### src/stmr_cfg.svh
// Constants for the threshold and mailbox register bank
// Function
// - 16-bit channel three threshold at 0x15/0x16
// - Compare each autonomous result against threshold
// - No protection; mixed byte threshold possible
// - Older revisions: 8-bit compressed threshold 0x15
// - All four registers clear to zero
// - Parameter mailbox, 8-bit RW at 0x17
// - Command mailbox 0x18 write presents command
// - Only command write leaves standby
// - Error-free done increments response counter 3:0
// - Interrupt when status and enable set
`ifndef STMR_CFG_SVH
`define STMR_CFG_SVH

// ----------------------------------------------------------------------
// Register offsets
// ----------------------------------------------------------------------
`define STMR_ADDR_TH_LOW   8'h15
`define STMR_ADDR_TH_HIGH  8'h16
`define STMR_ADDR_PARAM    8'h17
`define STMR_ADDR_CMD      8'h18
`define STMR_ADDR_RESP     8'h20
`define STMR_ADDR_IRQ_STAT 8'h21

// ----------------------------------------------------------------------
// Reset values and field layout
// ----------------------------------------------------------------------
`define STMR_RST_BYTE      8'h00
`define STMR_RST_WORD      16'h0000
`define STMR_RST_NIB       4'h0
`define STMR_CNT_ONE       4'h1
`define STMR_CNT_HI        3
`define STMR_ERR_BIT       7
`define STMR_IRQ_W         6
`define STMR_IRQ_ZERO      6'h00
`define STMR_IRQ_CMD       5
`define STMR_IRQ_PS3       4
`define STMR_RSVD_ZERO     2'h0

// ----------------------------------------------------------------------
// Compressed threshold layout: upper nibble exponent, lower mantissa
// ----------------------------------------------------------------------
`define STMR_EXP_HI        7
`define STMR_EXP_LO        4
`define STMR_MANT_HI       3
`define STMR_MANT_LO       0
`define STMR_EXP_ZERO      4'h0
`define STMR_EXP_ONE       4'h1
`define STMR_PAD_EXP       11'h000
`define STMR_PAD_PLAIN     12'h000

`endif

### src/stmr_pkg.sv
// Types shared by the threshold and mailbox register bank
`default_nettype none
package stmr_pkg;

  // Power state of the device
  typedef enum logic {
    STMR_PWR_STANDBY,
    STMR_PWR_AWAKE
  } stmr_pwr_t;

  typedef logic [7:0]  stmr_byte_t;
  typedef logic [15:0] stmr_word_t;

endpackage : stmr_pkg
`default_nettype wire

### src/stmr_regs.sv
// Threshold, parameter and command mailbox registers with wake control
`timescale 1ns/10ps
`default_nettype none
`include "stmr_cfg.svh"

module stmr_regs
  import stmr_pkg::*;
(
  // Clock and reset
  input  wire logic       i_mclk,
  input  wire logic       i_rst,
  // Register access from the serial slave
  input  wire logic [7:0] i_reg_addr,
  input  wire logic       i_reg_wr,
  input  wire logic       i_reg_rd,
  input  wire logic [7:0] i_reg_wdata,
  output logic      [7:0] o_reg_rdata,
  // Sequencer handshake
  output logic            o_cmd_strobe,
  output logic      [7:0] o_cmd_code,
  output logic      [7:0] o_param_value,
  input  wire logic       i_cmd_done,
  input  wire logic       i_cmd_error,
  input  wire logic [7:0] i_err_code,
  input  wire logic       i_seq_sleep,
  // Proximity channel three measurements
  input  wire logic       i_autonomous,
  input  wire logic       i_ps3_valid,
  input  wire logic [15:0] i_ps3_result,
  output logic      [15:0] o_ch3_threshold,
  // Configuration
  input  wire logic       i_legacy_rev,
  input  wire logic [5:0] i_irq_enable,
  // Status outputs
  output logic            o_int,
  output logic            o_standby
);

  // ----------------------------------------------------------------------
  // Helpers
  // ----------------------------------------------------------------------

  // Address match, shared by write and read decoding
  function automatic logic addr_is(input logic [7:0] addr, input logic [7:0] off);
    addr_is = (addr == off);
  endfunction : addr_is

  // Expand the 8-bit compressed threshold of older revisions
  function automatic stmr_word_t expand_thr(input stmr_byte_t c);
    logic [3:0] e;
    stmr_word_t base;
    e    = c[`STMR_EXP_HI:`STMR_EXP_LO];
    base = {`STMR_PAD_EXP, 1'b1, c[`STMR_MANT_HI:`STMR_MANT_LO]};
    if (e == `STMR_EXP_ZERO) begin
      expand_thr = {`STMR_PAD_PLAIN, c[`STMR_MANT_HI:`STMR_MANT_LO]};
    end else begin
      expand_thr = base << (e - `STMR_EXP_ONE);
    end
  endfunction : expand_thr

  // ----------------------------------------------------------------------
  // Revision strap synchroniser
  // ----------------------------------------------------------------------

  logic       legacy_meta;
  logic       legacy_sync;
  logic       next_legacy_meta;
  logic       next_legacy_sync;

  // The strap is a pin, so it passes two flops before anything reads it
  always_comb begin
    next_legacy_meta = i_legacy_rev;
    next_legacy_sync = legacy_meta;
  end

  always_ff @(posedge i_mclk or posedge i_rst) begin
    if (i_rst) begin
      legacy_meta <= 1'b0;
      legacy_sync <= 1'b0;
    end else begin
      legacy_meta <= next_legacy_meta;
      legacy_sync <= next_legacy_sync;
    end
  end

  // ----------------------------------------------------------------------
  // Access decode
  // ----------------------------------------------------------------------

  logic wr_th_low;
  logic wr_th_high;
  logic wr_param;
  logic wr_cmd;
  logic wr_resp;
  logic wr_irq;

  // One-hot write strobes per register
  assign wr_th_low  = i_reg_wr && addr_is(i_reg_addr, `STMR_ADDR_TH_LOW);
  assign wr_th_high = i_reg_wr && addr_is(i_reg_addr, `STMR_ADDR_TH_HIGH);
  assign wr_param   = i_reg_wr && addr_is(i_reg_addr, `STMR_ADDR_PARAM);
  assign wr_cmd     = i_reg_wr && addr_is(i_reg_addr, `STMR_ADDR_CMD);
  assign wr_resp    = i_reg_wr && addr_is(i_reg_addr, `STMR_ADDR_RESP);
  assign wr_irq     = i_reg_wr && addr_is(i_reg_addr, `STMR_ADDR_IRQ_STAT);

  // ----------------------------------------------------------------------
  // Host registers
  // ----------------------------------------------------------------------

  stmr_byte_t th_low;
  stmr_byte_t th_high;
  stmr_byte_t param_mbox;
  stmr_byte_t cmd_mbox;
  stmr_byte_t next_th_low;
  stmr_byte_t next_th_high;
  stmr_byte_t next_param_mbox;
  stmr_byte_t next_cmd_mbox;

  // Each byte lands on its own write; no shadow pairs the two halves,
  // which keeps the bank small but lets a half-updated value be seen
  always_comb begin
    next_th_low     = wr_th_low  ? i_reg_wdata : th_low;
    next_th_high    = wr_th_high ? i_reg_wdata : th_high;
    next_param_mbox = wr_param   ? i_reg_wdata : param_mbox;
    next_cmd_mbox   = wr_cmd     ? i_reg_wdata : cmd_mbox;
  end

  always_ff @(posedge i_mclk or posedge i_rst) begin
    if (i_rst) begin
      th_low     <= `STMR_RST_BYTE;
      th_high    <= `STMR_RST_BYTE;
      param_mbox <= `STMR_RST_BYTE;
      cmd_mbox   <= `STMR_RST_BYTE;
    end else begin
      th_low     <= next_th_low;
      th_high    <= next_th_high;
      param_mbox <= next_param_mbox;
      cmd_mbox   <= next_cmd_mbox;
    end
  end

  // ----------------------------------------------------------------------
  // Threshold compare
  // ----------------------------------------------------------------------

  stmr_word_t eff_thr;
  logic       ps3_hit;

  // Live register bytes are used, so a compare between the two byte
  // writes sees a mixed threshold; software must pause measurements
  always_comb begin
    if (legacy_sync) begin
      eff_thr = expand_thr(th_low);
    end else begin
      eff_thr = {th_high, th_low};
    end
    ps3_hit = i_autonomous && i_ps3_valid && (i_ps3_result > eff_thr);
  end

  // ----------------------------------------------------------------------
  // Response counter and interrupt status
  // ----------------------------------------------------------------------

  stmr_byte_t             response;
  logic [`STMR_IRQ_W-1:0] irq_status;
  stmr_byte_t             next_response;
  logic [`STMR_IRQ_W-1:0] next_irq_status;
  logic [`STMR_IRQ_W-1:0] irq_set;

  // A finished command bumps the wrapping count or loads an error code;
  // the sequencer event wins over a host write in the same cycle
  always_comb begin
    next_response = response;
    if (i_cmd_done) begin
      if (i_cmd_error) begin
        next_response = i_err_code;
      end else begin
        next_response = {`STMR_RST_NIB,
                         response[`STMR_CNT_HI:0] + `STMR_CNT_ONE};
      end
    end else if (wr_resp) begin
      next_response = i_reg_wdata;
    end
  end

  // Hardware set beats a write-one clear arriving in the same cycle
  always_comb begin
    irq_set                = `STMR_IRQ_ZERO;
    irq_set[`STMR_IRQ_CMD] = i_cmd_done;
    irq_set[`STMR_IRQ_PS3] = ps3_hit;
    next_irq_status        = irq_status;
    for (int b = 0; b < `STMR_IRQ_W; b++) begin
      if (irq_set[b]) begin
        next_irq_status[b] = 1'b1;
      end else if (wr_irq && i_reg_wdata[b]) begin
        next_irq_status[b] = 1'b0;
      end
    end
  end

  always_ff @(posedge i_mclk or posedge i_rst) begin
    if (i_rst) begin
      response   <= `STMR_RST_BYTE;
      irq_status <= `STMR_IRQ_ZERO;
    end else begin
      response   <= next_response;
      irq_status <= next_irq_status;
    end
  end

  // ----------------------------------------------------------------------
  // Power state
  // ----------------------------------------------------------------------

  stmr_pwr_t pwr_state;
  stmr_pwr_t next_pwr_state;

  // Only a command write wakes; reads and other writes are ignored here
  always_comb begin
    next_pwr_state = pwr_state;
    case (pwr_state)
      STMR_PWR_STANDBY: begin
        if (wr_cmd) begin
          next_pwr_state = STMR_PWR_AWAKE;
        end
      end
      STMR_PWR_AWAKE: begin
        if (i_seq_sleep && !wr_cmd) begin
          next_pwr_state = STMR_PWR_STANDBY;
        end
      end
      default: begin
        next_pwr_state = STMR_PWR_STANDBY;
      end
    endcase
  end

  always_ff @(posedge i_mclk or posedge i_rst) begin
    if (i_rst) begin
      pwr_state <= STMR_PWR_STANDBY;
    end else begin
      pwr_state <= next_pwr_state;
    end
  end

  // ----------------------------------------------------------------------
  // Registered outputs
  // ----------------------------------------------------------------------

  stmr_byte_t next_rdata;
  logic       next_int;

  // Read data; unmapped offsets and reserved bits return zero
  always_comb begin
    next_rdata = `STMR_RST_BYTE;
    if (!i_reg_rd) begin
      next_rdata = `STMR_RST_BYTE;
    end else if (addr_is(i_reg_addr, `STMR_ADDR_TH_LOW)) begin
      next_rdata = th_low;
    end else if (addr_is(i_reg_addr, `STMR_ADDR_TH_HIGH)) begin
      next_rdata = th_high;
    end else if (addr_is(i_reg_addr, `STMR_ADDR_PARAM)) begin
      next_rdata = param_mbox;
    end else if (addr_is(i_reg_addr, `STMR_ADDR_CMD)) begin
      next_rdata = cmd_mbox;
    end else if (addr_is(i_reg_addr, `STMR_ADDR_RESP)) begin
      next_rdata = response;
    end else if (addr_is(i_reg_addr, `STMR_ADDR_IRQ_STAT)) begin
      next_rdata = {`STMR_RSVD_ZERO, irq_status};
    end
    next_int = |(next_irq_status & i_irq_enable);
  end

  always_ff @(posedge i_mclk or posedge i_rst) begin
    if (i_rst) begin
      o_reg_rdata     <= `STMR_RST_BYTE;
      o_cmd_strobe    <= 1'b0;
      o_cmd_code      <= `STMR_RST_BYTE;
      o_param_value   <= `STMR_RST_BYTE;
      o_ch3_threshold <= `STMR_RST_WORD;
      o_int           <= 1'b0;
      o_standby       <= 1'b1;
    end else begin
      o_reg_rdata     <= next_rdata;
      o_cmd_strobe    <= wr_cmd;
      o_cmd_code      <= next_cmd_mbox;
      o_param_value   <= next_param_mbox;
      o_ch3_threshold <= eff_thr;
      o_int           <= next_int;
      o_standby       <= (next_pwr_state == STMR_PWR_STANDBY);
    end
  end

  // ----------------------------------------------------------------------
  // Checks
  // ----------------------------------------------------------------------

  chk_low_byte_store: assert property (
    @(posedge i_mclk) disable iff (i_rst)
    wr_th_low |=> (th_low == $past(i_reg_wdata)))
    else $error("low threshold byte not stored");

  chk_high_byte_alone: assert property (
    @(posedge i_mclk) disable iff (i_rst)
    (wr_th_high && !wr_th_low) |=> (th_high == $past(i_reg_wdata))
                                   && (th_low == $past(th_low)))
    else $error("high threshold byte write disturbed the other byte");

  chk_param_mailbox: assert property (
    @(posedge i_mclk) disable iff (i_rst)
    wr_param |=> (o_param_value == $past(i_reg_wdata)))
    else $error("parameter mailbox value not presented");

  chk_cmd_presented: assert property (
    @(posedge i_mclk) disable iff (i_rst)
    wr_cmd |=> o_cmd_strobe && (o_cmd_code == $past(i_reg_wdata)))
    else $error("command not presented to sequencer");

  chk_wake_cause: assert property (
    @(posedge i_mclk) disable iff (i_rst)
    $fell(o_standby) |-> $past(wr_cmd))
    else $error("left standby without a command write");

  chk_stay_standby: assert property (
    @(posedge i_mclk) disable iff (i_rst)
    (o_standby && !wr_cmd) |=> o_standby)
    else $error("left standby on another access");

  chk_resp_count: assert property (
    @(posedge i_mclk) disable iff (i_rst)
    (i_cmd_done && !i_cmd_error) |=>
      (response[`STMR_CNT_HI:0] == $past(response[`STMR_CNT_HI:0]) + `STMR_CNT_ONE))
    else $error("response counter did not advance");

  chk_ps3_compare: assert property (
    @(posedge i_mclk) disable iff (i_rst)
    ps3_hit |=> irq_status[`STMR_IRQ_PS3] && (o_int || !$past(i_irq_enable[`STMR_IRQ_PS3])))
    else $error("threshold crossing did not raise status");

  chk_int_level: assert property (
    @(posedge i_mclk) disable iff (i_rst)
    ##1 (o_int == |(irq_status & $past(i_irq_enable))))
    else $error("interrupt output disagrees with status and enable");

  chk_legacy_thr: assert property (
    @(posedge i_mclk) disable iff (i_rst)
    legacy_sync |=> (o_ch3_threshold == expand_thr($past(th_low))))
    else $error("compressed threshold not used on older revision");

  chk_reset_zero: assert property (
    @(posedge i_mclk) disable iff (i_rst)
    $fell(i_rst) |-> (th_low == `STMR_RST_BYTE) && (cmd_mbox == `STMR_RST_BYTE))
    else $error("registers not zero after reset");

endmodule : stmr_regs
`default_nettype wire

### config.mk
export PLATFORM = sky130hd
export DESIGN_NAME = stmr_regs
export DESIGN_NICKNAME = d
export VERILOG_FILES = /design/src/stmr_pkg.sv /design/src/stmr_regs.sv
export VERILOG_INCLUDE_DIRS = /design/src
export SDC_FILE = /design/constraint.sdc
export NUM_CORES = 1
export LEC_CHECK = 0
export BUFFER_PORTS_ARGS = -buffer_cell sky130_fd_sc_hd__buf_2
export CORE_UTILIZATION = 49
export CTS_CLUSTER_DIAMETER = 50
export DETAILED_ROUTE_END_ITERATION = 12
export PLACE_DENSITY = 0.74
export SLEW_MARGIN = 25
export SYNTH_ARGS = -nofsm -noshare
export SYNTH_HDL_FRONTEND = slang
export SYNTH_SLANG_ARGS = --single-unit
### constraint.sdc
create_clock -name i_mclk -period 3.8 [get_ports i_mclk]
set_input_delay 0.95 -clock i_mclk [delete_from_list [all_inputs] [get_ports i_mclk]]
set_output_delay 0.95 -clock i_mclk [all_outputs]
set_load 0.01 [all_outputs]
==> results.txt <==
The worst setup path is launched from a register. The number of buffers on the longest clock path came out at 2. The final layout net count is 581. The length of the first detailed-routing pass in iterations came out at 5. The initial antenna violation count came out at 0. The flow ran to the end, and the final reports show no timing, DRC or antenna violations. The maximum number of pins on one net before global-route repair is 41. The total negative setup slack is 0 ns. The synthesized-area fraction occupied by xor and xnor cells came out at 0.006224. The core outline area came out at 8258 µm².

The flip-flop cell with the highest count after synthesis is sky130_fd_sc_hd__dfrtp_1. The most common cell after layout, fill and taps aside is sky130_fd_sc_hd__buf_2. By area, the combinational part of the netlist is dominated by compound AO/OA/AOI/OAI gates. By startpoint and endpoint, the worst setup path is classified as reg2reg. The final wirelength is 10670 µm. The number of buffers inserted for hold repair after clock tree synthesis is 0. The fmax is 282.0 MHz. The number of port buffers is 98. The biggest fanout along the worst timing path came out at 7. The post-synthesis adder-cell area fraction is 0.05631.

Counting flops and latches in the post-synthesis netlist gives 76. The via count of the first global-routing pass is 3357. The placed wire-length estimate is 8070 µm. Clock latency on the worst-skew pair, taken at its later pin, is 0.35 ns.

TritonCTS built the clock tree. The share of post-route cells with drive strength above 1 came out at 0.3464. The critical path arrival came out at 3.77 ns. The final count of pins violating max slew came to 0.

For this design, the sink count on the clock tree is 76. The area added between synthesis and finish came out at 19.15%. When the netlist entered floorplanning its net count stood at 485. The maximum vdd ir drop came out at 0.2187 mV. The share of flip-flops with an asynchronous set or reset after synthesis is 1.000. After layout, the minimum clock period comes to 3.547 ns.

The setup skew after layout came out at 0.01254 ns. Setup violations remaining at the end of the flow were counted as 0. The min-delay analysis places its worst path in the category reg2reg.

In this run the remaining antenna-violating nets after routing total 0. The multiplexer area fraction after synthesis is 0.1221. The vertical die dimension is 94.82 µm.

The number of DRC markers after the initial detailed-route iteration is 199. Dividing the detail-routed wire length by the instance count gives 17.31 µm. The fraction of the yosys area taken by sequential cells is 0.4508. The final number of hold-violating endpoints came out at 0.

The number of distinct library cell variants in the gate-level netlist after synthesis is 65. The relative slew slack came out at 0.3440. The compound-gate portion of the synthesized area came out at 0.1808. The power density over the cells is 354.0 nW/µm².

The top-level port count came out at 99. The aggregate global-route resource usage came out at 0.2503. The number of standard cells after synthesis is 410. The die is 94.82 µm wide.

The clock slew seen by the registers of the worst setup and hold paths is 0.08 ns. The leakage power of the design is 0.002485 µW. The count of H-tree levels built during CTS came out at 3. The final RePlAce weighted congestion came out at 0.8896.

In the layout the commonest cells are 98 x sky130_fd_sc_hd__buf_2, 74 x sky130_fd_sc_hd__dfrtp_1, 36 x sky130_fd_sc_hd__mux2_2. The floorplan step defined a die boundary enclosing 8991 µm². After detailed routing, the number of remaining DRC violations is 0. The tool flagged a number of max-cap violations equal to 0. Setup repair after global routing left no endpoint under its margin.

The initial utilization of the core area, before any placement, comes to 0.5112. The average cell area after synthesis came out at 10.30 µm². The cell area that synthesis handed to floorplanning was 4222 µm². The kind of end point of the critical path is a register. The slew at the pin closest to its max-slew limit is 0.9840 ns.

The area fraction in and, or, nand and nor cells after synthesis came out at 0.1414. The required time at the worst-slack endpoint is 4.02 ns. The total CTS buffers is 9. The aggregate global routing overflow came out at 0. Across all layers, the routed design uses 3535 vias. The number of inserted diodes is 0.

The number of enable flip-flop cells after synthesis is 0. The number of placed instances with taps included is 598. The clock root buffer is sky130_fd_sc_hd__clkbuf_8. The number of warning messages in the yosys log is 0.

The share of the clock period used by the worst path came out at 0.9333. The standard-cell row count is 33. After detailed routing, the number of vias per cell comes to 5.739. The number of non-filler instances in the completed layout is 616. The first-pass GRT wire length is 16770 µm.
==> per-stage QoR <==
step / power (µW) / utilization / worst slack, ns / hold slack [ns] / area [µm²]
4_1_cts: 1780 / 0.6055 / 0.03300 / 0.3535 / 5000
3_3_place_gp: 1150 / 0.5812 / 0.2407 / 0.3352 / 4800
5_1_grt: 1863 / 0.6091 / 0.05000 / 0.3588 / 5030
6_report: 1781 / 0.6091 / 0.2535 / 0.3524 / 5030
2_1_floorplan: 1055 / - / 0.01436 / 0.3312 / 4222
3_5_place_dp: 1158 / 0.5812 / 0.1037 / 0.3355 / 4800
==> state kept, by name, indices dropped and copies added (netlist names) <==
signal and count:
irq_status 6, legacy_meta 1, legacy_sync 1, o_ch3_threshold 16, o_cmd_code 8, o_cmd_strobe 1, o_int 1, o_param_value 8
o_reg_rdata 8, o_standby 1, pwr_state 1, response 8, th_high 8, th_low 8
==> critical path: stages (launching register included) <==
cell and delay, ns:
sky130_fd_sc_hd__dfrtp_2 0.41, sky130_fd_sc_hd__inv_1 0.09, sky130_fd_sc_hd__ha_1 0.26, sky130_fd_sc_hd__nor3b_1 0.18, sky130_fd_sc_hd__or4_4 0.54, sky130_fd_sc_hd__or2_1 0.24, sky130_fd_sc_hd__o221a_1 0.22, sky130_fd_sc_hd__ha_1 0.29
sky130_fd_sc_hd__nand4_1 0.15, sky130_fd_sc_hd__or4_1 0.58, sky130_fd_sc_hd__o211a_1 0.26, sky130_fd_sc_hd__o311ai_0 0.10, sky130_fd_sc_hd__nand3_1 0.10
==> power by group <==
part	internal [µW]	total, µW	leakage (µW)	switching [µW]
combinational	120	275	0.00137	155
sequential	843	876	0.00102	33.0
clock	323	630	0.0000959	307
==> layer usage <==
layer | track usage | share of wire | up-vias
met4 | 0.08333 | 0.013 | 0
met3 | 0.03221 | 0.055 | 13
met1 | 0.3498 | 0.45 | 1713
met5 | 0 | 0 | -
li1 | - | - | 1701
met2 | 0.4017 | 0.48 | 108
==> cells in the mapped netlist, types with 3 or more instances <==
| cell type | n | area share |
|---|---|---|
| sky130_fd_sc_hd__a211oi_1 | 3 | 0.0053 |
| sky130_fd_sc_hd__a21boi_0 | 3 | 0.0053 |
| sky130_fd_sc_hd__a21o_1 | 3 | 0.0053 |
| sky130_fd_sc_hd__a21oi_1 | 28 | 0.033 |
| sky130_fd_sc_hd__a22o_1 | 7 | 0.015 |
| sky130_fd_sc_hd__a22oi_1 | 3 | 0.0053 |
| sky130_fd_sc_hd__a2bb2oi_1 | 6 | 0.012 |
| sky130_fd_sc_hd__a31oi_1 | 4 | 0.0059 |
| sky130_fd_sc_hd__and3_1 | 4 | 0.0059 |
| sky130_fd_sc_hd__buf_2 | 7 | 0.0083 |
| sky130_fd_sc_hd__clkbuf_1 | 14 | 0.012 |
| sky130_fd_sc_hd__dfrtp_1 | 75 | 0.44 |
| sky130_fd_sc_hd__ha_1 | 19 | 0.056 |
| sky130_fd_sc_hd__inv_1 | 16 | 0.014 |
| sky130_fd_sc_hd__mux2_2 | 36 | 0.096 |
| sky130_fd_sc_hd__mux2i_1 | 11 | 0.026 |
| sky130_fd_sc_hd__nand2_1 | 35 | 0.031 |
| sky130_fd_sc_hd__nand3_1 | 8 | 0.0095 |
| sky130_fd_sc_hd__nand4_1 | 5 | 0.0074 |
| sky130_fd_sc_hd__nor2_1 | 21 | 0.019 |
| sky130_fd_sc_hd__nor2b_1 | 6 | 0.0089 |
| sky130_fd_sc_hd__nor3_1 | 10 | 0.012 |
| sky130_fd_sc_hd__nor4b_1 | 3 | 0.0062 |
| sky130_fd_sc_hd__o21a_1 | 7 | 0.012 |
| sky130_fd_sc_hd__o21ai_0 | 18 | 0.021 |
| sky130_fd_sc_hd__o221ai_1 | 4 | 0.0083 |
| sky130_fd_sc_hd__o22ai_1 | 4 | 0.0059 |
| sky130_fd_sc_hd__o2bb2ai_1 | 4 | 0.0083 |
| sky130_fd_sc_hd__or4_1 | 3 | 0.0053 |
==> what timing repair did <==
item | in CTS | in global routing
endpoints found under the hold margin | 0 | 0
setup endpoints to repair | 0 | 2
gates resized for setup | 0 | 5
setup buffers | 0 | 2
==> worst paths after layout <==
kind	from	to	slack (ns)	cells past startpoint
min reg2reg	legacy_meta	legacy_sync	0.35	0
max reg2reg	th_low[4]	o_int	0.25	12
min in group asynchronous	i_rst	irq_status[3]	0.51	2
max in group asynchronous	i_rst	th_low[0]	2.52	3
max	th_low[4]	o_int	0.25	12
min	legacy_meta	legacy_sync	0.35	0
==> cell type report <==
type                    count  area, µm²
clock buffers              11      141.4
well taps                 105      131.4
multi-input cells         293       2153
fillers                   719       3228
inverters                  16      60.06
clock inverters             5      58.81
repair buffers            110      580.6
flip-flops and latches     76       1904
==> cell families (layout without fill, tap and decap cells) <==
group / Yosys count / in the layout
and+or+nand+nor: 113 / 113
AOI/OAI and AO/OA: 111 / 111
DFF: 76 / 76
muxes: 47 / 47
buffers and inverters: 41 / 142
adders and majority gates: 19 / 19
xor gates and xnor gates: 3 / 3
Note: power is estimated with default switching activity, not from simulation.
